File: src/common/break_chan_c_map.vh
`ifndef BREAK_CHAN_C_MAP_VH
`define BREAK_CHAN_C_MAP_VH
// ****************************************
// register word offsets
// ****************************************
`define OFS_ADDR_HIGH 4'h0
`define OFS_ADDR_LOW 4'h1
`define OFS_MASK_HIGH 4'h2
`define OFS_MASK_LOW 4'h3
`define OFS_CYCLE_QUAL 4'h4
`define OFS_STATUS 4'h5
`define OFS_ENABLE 4'h6
`define OFS_CLEAR 4'h7
// ****************************************
// field positions and reset values
// ****************************************
`define XY_ENABLE_BIT 9
`define XY_SELECT_BIT 8
`define QUAL_WRITE_MASK 16'h03FF
`define HALF_RESET 16'h0000
`define UNMAPPED_READ 32'h00000000
`endif

File: src/design/break_chan_c_addr_match.v
// The implementer's own choices: register access over Avalon-MM and the address map.
`include "break_chan_c_map.vh"
`timescale 1ns/1ns
`default_nettype none
module break_chan_c_addr_match #(
  parameter ADDR_W = 32,
  parameter XY_W = 16
) (
  // clock and reset
  input wire core_clk_i,
  input wire rst_i,
  // avalon-mm slave, word addressed
  input wire [3:0] address_i,
  input wire read_i,
  input wire write_i,
  input wire [31:0] writedata_i,
  output reg [31:0] readdata_o,
  output reg waitrequest_o,
  // watched buses
  input wire [ADDR_W-1:0] main_address_bus_i,
  input wire main_cycle_valid_i,
  input wire [XY_W-1:0] x_memory_address_bus_i,
  input wire x_cycle_valid_i,
  input wire [XY_W-1:0] y_memory_address_bus_i,
  input wire y_cycle_valid_i,
  // to qualifier and interrupt logic
  output reg addr_match_o,
  output reg xy_bus_enable_o,
  output reg xy_bus_select_o,
  output reg irq_o
);

  // ****************************************
  // registers
  // ****************************************
  reg [15:0] break_addr_c_high;
  reg [15:0] break_addr_c_low;
  reg [15:0] break_addr_mask_c_high;
  reg [15:0] break_addr_mask_c_low;
  reg [15:0] chan_c_cycle_qualifier_reg;
  reg status;
  reg irq_enable;
  reg busy;
  reg next_match;
  reg [31:0] next_readdata;
  wire [31:0] chan_c_match_address;
  wire [31:0] chan_c_match_mask;
  wire xy_bus_enable;
  wire xy_bus_select;
  wire main_hit;
  wire x_hit;
  wire y_hit;
  wire access;
  wire ack;
  wire write_ack;
  wire clear_hit;

  // ****************************************
  // address and mask views
  // ****************************************
  assign chan_c_match_address = {break_addr_c_high, break_addr_c_low};
  assign chan_c_match_mask = {break_addr_mask_c_high, break_addr_mask_c_low};
  assign xy_bus_enable = chan_c_cycle_qualifier_reg[`XY_ENABLE_BIT];
  assign xy_bus_select = chan_c_cycle_qualifier_reg[`XY_SELECT_BIT];

  // ****************************************
  // comparators
  // ****************************************
  // mask bit 1 drops the bit, 0 keeps it
  masked_compare #(
    .W(ADDR_W)
  ) main_cmp (
    .bus_i(main_address_bus_i),
    .ref_i(chan_c_match_address[ADDR_W-1:0]),
    .mask_i(chan_c_match_mask[ADDR_W-1:0]),
    .hit_o(main_hit)
  );

  // bit 0 left out: x/y accesses are always words
  masked_compare #(
    .W(15)
  ) x_cmp (
    .bus_i(x_memory_address_bus_i[15:1]),
    .ref_i(break_addr_c_high[15:1]),
    .mask_i(break_addr_mask_c_high[15:1]),
    .hit_o(x_hit)
  );

  masked_compare #(
    .W(15)
  ) y_cmp (
    .bus_i(y_memory_address_bus_i[15:1]),
    .ref_i(break_addr_c_low[15:1]),
    .mask_i(break_addr_mask_c_low[15:1]),
    .hit_o(y_hit)
  );

  // ****************************************
  // bus selection
  // ****************************************
  // unselected buses never reach the match, even when they hit
  always @* begin
    next_match = 1'b0;
    case ({xy_bus_enable, xy_bus_select})
      2'h0: begin
        next_match = main_cycle_valid_i & main_hit;
      end
      2'h1: begin
        next_match = main_cycle_valid_i & main_hit;
      end
      2'h2: begin
        next_match = x_cycle_valid_i & x_hit;
      end
      2'h3: begin
        next_match = y_cycle_valid_i & y_hit;
      end
      default: begin
        next_match = 1'b0;
      end
    endcase
  end

  // ****************************************
  // bus handshake
  // ****************************************
  // one wait cycle so read data comes from a flop
  assign access = (read_i | write_i) & ~busy;
  // writes land only at the edge the master sees waitrequest low
  assign ack = busy & ~waitrequest_o;
  assign write_ack = ack & write_i;
  assign clear_hit = write_ack & (address_i == `OFS_CLEAR) & writedata_i[0];

  always @(posedge core_clk_i) begin
    if (rst_i) begin
      busy <= 1'b0;
      waitrequest_o <= 1'b1;
    end else begin
      busy <= access;
      waitrequest_o <= ~access;
    end
  end

  // ****************************************
  // writable registers
  // ****************************************
  // synchronous reset on rst_i, which also reinitialises the registers when asserted mid-run
  always @(posedge core_clk_i) begin
    if (rst_i) begin
      break_addr_c_high <= `HALF_RESET;
    end else if (write_ack && address_i == `OFS_ADDR_HIGH) begin
      break_addr_c_high <= writedata_i[15:0];
    end
  end

  always @(posedge core_clk_i) begin
    if (rst_i) begin
      break_addr_c_low <= `HALF_RESET;
    end else if (write_ack && address_i == `OFS_ADDR_LOW) begin
      break_addr_c_low <= writedata_i[15:0];
    end
  end

  always @(posedge core_clk_i) begin
    if (rst_i) begin
      break_addr_mask_c_high <= `HALF_RESET;
    end else if (write_ack && address_i == `OFS_MASK_HIGH) begin
      break_addr_mask_c_high <= writedata_i[15:0];
    end
  end

  always @(posedge core_clk_i) begin
    if (rst_i) begin
      break_addr_mask_c_low <= `HALF_RESET;
    end else if (write_ack && address_i == `OFS_MASK_LOW) begin
      break_addr_mask_c_low <= writedata_i[15:0];
    end
  end

  // outputs written with the register so they never lag the compare
  always @(posedge core_clk_i) begin
    if (rst_i) begin
      chan_c_cycle_qualifier_reg <= `HALF_RESET;
      xy_bus_enable_o <= 1'b0;
      xy_bus_select_o <= 1'b0;
    end else if (write_ack && address_i == `OFS_CYCLE_QUAL) begin
      chan_c_cycle_qualifier_reg <= writedata_i[15:0] & `QUAL_WRITE_MASK;
      xy_bus_enable_o <= writedata_i[`XY_ENABLE_BIT];
      xy_bus_select_o <= writedata_i[`XY_SELECT_BIT];
    end
  end

  always @(posedge core_clk_i) begin
    if (rst_i) begin
      irq_enable <= 1'b0;
    end else if (write_ack && address_i == `OFS_ENABLE) begin
      irq_enable <= writedata_i[0];
    end
  end

  // ****************************************
  // status
  // ****************************************
  // set wins over clear, so no event is lost
  always @(posedge core_clk_i) begin
    if (rst_i) begin
      status <= 1'b0;
    end else if (next_match) begin
      status <= 1'b1;
    end else if (clear_hit) begin
      status <= 1'b0;
    end
  end

  // ****************************************
  // readback
  // ****************************************
  always @* begin
    next_readdata = `UNMAPPED_READ;
    case (address_i)
      `OFS_ADDR_HIGH: begin
        next_readdata = {16'h0000, break_addr_c_high};
      end
      `OFS_ADDR_LOW: begin
        next_readdata = {16'h0000, break_addr_c_low};
      end
      `OFS_MASK_HIGH: begin
        next_readdata = {16'h0000, break_addr_mask_c_high};
      end
      `OFS_MASK_LOW: begin
        next_readdata = {16'h0000, break_addr_mask_c_low};
      end
      `OFS_CYCLE_QUAL: begin
        next_readdata = {16'h0000, chan_c_cycle_qualifier_reg};
      end
      `OFS_STATUS: begin
        next_readdata = {31'h00000000, status};
      end
      `OFS_ENABLE: begin
        next_readdata = {31'h00000000, irq_enable};
      end
      default: begin
        next_readdata = `UNMAPPED_READ;
      end
    endcase
  end

  // loaded at the taken edge, stands when waitrequest goes low
  always @(posedge core_clk_i) begin
    if (rst_i) begin
      readdata_o <= `UNMAPPED_READ;
    end else if (access && read_i) begin
      readdata_o <= next_readdata;
    end
  end

  // ****************************************
  // outputs
  // ****************************************
  always @(posedge core_clk_i) begin
    if (rst_i) begin
      addr_match_o <= 1'b0;
      irq_o <= 1'b0;
    end else begin
      addr_match_o <= next_match;
      irq_o <= (status | next_match) & irq_enable;
    end
  end

endmodule // break_chan_c_addr_match

// ****************************************
// masked compare
// ****************************************
module masked_compare #(
  parameter W = 16
) (
  // compared words
  input wire [W-1:0] bus_i,
  input wire [W-1:0] ref_i,
  // 1 drops a bit from the compare
  input wire [W-1:0] mask_i,
  // result
  output wire hit_o
);
  assign hit_o = ~|((bus_i ^ ref_i) & ~mask_i);
endmodule // masked_compare
`default_nettype wire

File: config.mk
export PLATFORM = sky130hd
export DESIGN_NAME = break_chan_c_addr_match
export DESIGN_NICKNAME = d
export VERILOG_FILES = /design/src/design/break_chan_c_addr_match.v
export VERILOG_INCLUDE_DIRS = /design/src /design/src/common
export SDC_FILE = /design/constraint.sdc
export NUM_CORES = 1
export LEC_CHECK = 0
export ABC_AREA = 1
export BUFFER_PORTS_ARGS = -buffer_cell sky130_fd_sc_hd__buf_2
export CELL_PAD_IN_SITES_DETAIL_PLACEMENT = 1
export CELL_PAD_IN_SITES_GLOBAL_PLACEMENT = 2
export CORE_MARGIN = 4
export CORE_UTILIZATION = 29
export CTS_CLUSTER_DIAMETER = 30
export CTS_CLUSTER_SIZE = 10
export DETAILED_ROUTE_END_ITERATION = 6
export GPL_TIMING_DRIVEN = 1
export PLACE_DENSITY_LB_ADDON = 0.1
export SETUP_SLACK_MARGIN = 0.05
export SLEW_MARGIN = 20
export SYNTH_ARGS = -nofsm -noshare
export SYNTH_HDL_FRONTEND = slang
export SYNTH_HIERARCHICAL = 1
export SYNTH_SLANG_ARGS = --single-unit
File: constraint.sdc
create_clock -name core_clk_i -period 2.6 [get_ports core_clk_i]
set_clock_uncertainty 0.15 [all_clocks]
set_input_delay 0.78 -clock core_clk_i [delete_from_list [all_inputs] [get_ports core_clk_i]]
set_output_delay 0.78 -clock core_clk_i [all_outputs]
set_load 0.05 [all_outputs]
======== Yosys cells after proc, flatten, opt, wreduce, memory -nomap -nowiden ========
Cells that the tools add are included.
cells by class
  equal/unequal tests ..................... 10
  mux-type cells .......................... 4
  bitwise operators ....................... 23
  reductions and logical operators ........ 17
operators by type and width
  cell                number
  $pmux 16 s7         1
  $and 32x32->32      1
  $not 32->32         1
  $reduce_or 32->1    1
  $xor 32x32->32      1
  $and 15x15->15      2
  $not 15->15         2
  $reduce_or 15->1    2
  $xor 15x15->15      2
  $eq 4x3->1 const B  4
  $and 1x1->1         9
  $eq 4x2->1 const B  2
  $logic_and 1x1->1   7
  $eq 2x2->1 const B  2
  $eq 4x1->1 const B  1
  $logic_not 4->1     1
  $logic_not 1->1     3
  $not 1->1           3
  $pmux 1 s3          1
  $eq 2x1->1 const B  1
  $logic_not 2->1     1
  $mux 1              2
  $or 1x1->1          2
  $reduce_bool 2->1   1
  $reduce_or 2->1     1
word-level totals
  bits in registers ....................... 114
  bits of input ports ..................... 107
  output and inout bits ................... 37
  word-level logic and storage cells ...... 68

======== Longest topological paths before layout ========
  depth after elaboration ................. 8
  gate-level depth with buffers ........... 15
  mapped depth without buffers ............ 15

======== By module ========
Netlist, hierarchy kept.
by module, submodules not included
  module                      instances  cells an instance  area an instance (um^2)  sequential area each (um^2)
  break_chan_c_addr_match     1          571                4142.7                   1921.8
  masked_compare (main_cmp)   1          205                803.3                    0.0
  masked_compare (x_cmp ...)  2          94                 391.6                    0.0

======== Worst setup path after synthesis ========
OpenSTA, ideal clock, no wires.
  path type ............................... input-to-reg
  start point ............................. input address_i[0]
  end point ............................... register break_addr_mask_c_high[0]
  setup time .............................. 116 ps
  data arrival time ....................... 1676 ps
  data required time ...................... 2334 ps
  setup slack ............................. 658 ps
  cell stages on the path ................. 8
  buffers on the path ..................... 2
  cell sequence ........................... buf_4 -> inv_2 -> nand2_1 -> nor2_4 -> nand2_4 -> clkbuf_1 -> o21ai_0 -> nor2_1
on the way
  cells in the longest elaborated chain, start to end .. 2
RTL lines
  what                                RTL line                       RTL
  start: declaration                  break_chan_c_addr_match.v:13   input wire [3:0] address_i,
  $eq 4x2->1                          n/a
  $logic_and 1x1->1 (no source line)  n/a
  end signal: assignment              break_chan_c_addr_match.v:165  break_addr_mask_c_high <= `HALF_RESET;
  end signal: assignment              break_chan_c_addr_match.v:167  break_addr_mask_c_high <= writedata_i[15:0];
  end: declaration                    break_chan_c_addr_match.v:38   reg [15:0] break_addr_mask_c_high;
Every way passes these cells.
A chain may end at the register's enable or synchronous reset.

==> out/qor.yml <==
placed_area_mm2: 0.006511
core_area_mm2: 0.01946
r2r_slack_ps: 590
timing.rr.start: "break_addr_c_low[1]"
nNetsFinal: 1177
synth_top_area_share_pct: 33.54
yosys.area_share.simple_pct: 37.56
cts.clk_slew.worst_paths_ps: 70
grt_max_degree: 43
synthFlopType: "dfxtp_1"
power_w: 0.003493
routedWlPerCell_um: 14.33
synthArstFlopShare_pct: 0
synthMuxAreaShare_pct: 0
drive_gt1_share_pct: 15.63
final_cells: 1340
crit_chain: "buf_2"
antenna_found_initial: 1
io_pins: 144
yosysSeqAreaShare_pct: 33.54
arrival_ps: 1110
finalHoldViolations: 0
maxCapViolCount: 0
clockRootBuffer: "clkbuf_16"
multiInputGateArea_mm2: 0.002943
clk-insertion-delay-late_ps: 350
ant_nets: 0
critPathRequiredTime_ps: 1670
synth_warnings: 6
netlist_top_cells_count: "nand2_1, nor2_1, inv_1"
fmax_ghz: 0.4908
period_minus_slack_ps: 2037
dpl.hpwl_um: 15720
die_h_um: 148.6
synth_area_leaders: "dfxtp_1, nand2_1, nor2_1"
reg2reg_depth: 15
route.detailed.drc: 0
rsz0062_at_grt: "no"
finalSetupViolCount: 0
final_util_pct: 35.36
fin_crit_sh_pct: 78.36
diodes: 0
num_vias: 5954
grt_pass1_wl_um: 30760
grt-busiest-layer: "met2"
cts_tree: "done"
synth_edf_count: 0
synth-compound-area-share_pct: 12.71
clock_path_buffers: 2
rows: 51
gp_congestion: 0.8181
syn_avg_cell_area_um2: 5.943
fillers: 2586
synth_area_leader_cell: "dfxtp_1"
die-area_mm2: 0.02207
max_stage_delay_ps: 440
hold_path_end: "readdata_o[14]"
maxSlewViolCount: 0
cp-end-kind: "output port"
start_kind: "register"
min_path_cells: 2
htreeDepth: 3
postLayoutCellArea_mm2: 0.006883
holdBufCountCts: 0
synth_fa_ha_area_share_pct: 0
overflow: 0
cts_buffers: 9
grt_util_met2_pct: 31.60
slew_headroom_pct: 53.45
io_buffers: 109
clock_sinks: 96
grt_pass1_vias: 5955
hp-class: "register to register"
dr.pass1.iters: 4
wl_um: 19200
crit_slowest_cell: "dfxtp_1"
cp_top_family: "flip-flops"
ir_worst_vdd_v: 0.0003028
grt_util_met1_pct: 22.28
post_cts_buffers: 0
syn_to_final_growth_pct: 20.14
vias_per_cell: 4.443
start_util_pct: 29.44
startpoint: "chan_c_cycle_qualifier_reg[8]"
netlist_area_mm2: 0.005729
groute.usage.overall_pct: 17.68
place_inst: 1324
synth-seq-cells: 96
path_buf_inv: 1
synth_cells: 964
drt_iter0_drc: 237
met3_usage_pct: 3.595
fp.dieW_um: 148.6
worstMarginPinSlew_ps: 697.6
status: "completed"
synth.distinct_cells: 25
ff_latch_area_mm2: 0.001922
p_leak_nw: 3.231
synth_top_family_by_area: "simple AND/OR/NAND/NOR gates"
power_density_mw_per_mm2: 507.5
synthXorXnorAreaFrac_pct: 0
cts-resized-gates: 0
r2r_end: "irq_o"
crit_type: "register to output port"
synth.most_common_cell: "nand2_1"
path_max_fanout: 5
worstHoldStart: "readdata_o[14]"
[per-stage QoR]
stage	setup WS (ps)	hold WS, ps	setup TNS [ps]
floorplan	657.8	288.0	0
global placement	-20.67	302.0	-20.67
detailed placement	-13.50	304.4	-20.85
CTS	353.0	315.1	0
global route	309.2	338.6	0
finish	562.6	312.8	0
[placed cells by master, fill, tap and decap left out, types with 2 or more instances in the layout]
master and count:
clkinv_2 2, nand3_1 88, nor2_1 180, nand2_1 202, a21oi_1 35, clkbuf_16 9, o21bai_1 3, nand2_2 4
buf_2 109, bufinv_16 4, o21ai_1 5, or2_0 2, dfxtp_1 96, nor2_2 8, buf_4 18, inv_1 161
nand4_1 2, inv_2 6, nand2_4 2, nand3b_1 15, nor2_4 4, o21ai_0 101, conb_1 16
[final cells by class]
class                   count  share of cell area (%)
flip-flops and latches     96                   27.92
clock buffers              10                   3.472
clock inverters             6                   1.891
well taps                 265                   4.817
repair buffers            127                   9.889
inverters                 169                   9.253
multi-input cells         667                   42.76
[how the worst max path moves through the flow]
stage	to	slack, ps	cells after the start
after global routing	irq_o	310	15
after floorplan	break_addr_mask_c_high[0]	660	8
after detailed placement	readdata_o[2]	-10	5
final	xy_bus_select_o	560	1
after global placement	readdata_o[15]	-20	5
after CTS	readdata_o[15]	350	5
[report_power, final]
part	switching, W	total, W	internal, W
registers	0.00000578	0.00148	0.00148
clock network	0.000579	0.00164	0.00106
logic	0.000253	0.000372	0.000119
[layer usage]
| metal | up-vias | wire length, um | part of all wire [%] |
|---|---|---|---|
| li1 | 3145 | - | - |
| met1 | 2716 | 8885 | 46 |
| met2 | 78 | 9495 | 49 |
| met3 | 13 | 663 | 3.5 |
| met4 | 2 | 143 | 0.74 |
| met5 | - | 13 | 0.068 |
[worst register-to-register path, delay by kind of cell (launching register included)]
kind                   cells  cell delay [ps]
and+or+nand+nor           12             1070
DFF                        1              470
buffers and inverters      2              220
AOI/OAI and AO/OA          1               50
[logic make-up after synthesis]
| logic type | Yosys count |
|---|---|
| compound gates | 144 |
| other cells | 1 |
| simple gates | 507 |
| buf+inv | 216 |
| flops | 96 |
Power figures use the tool's default switching activity.
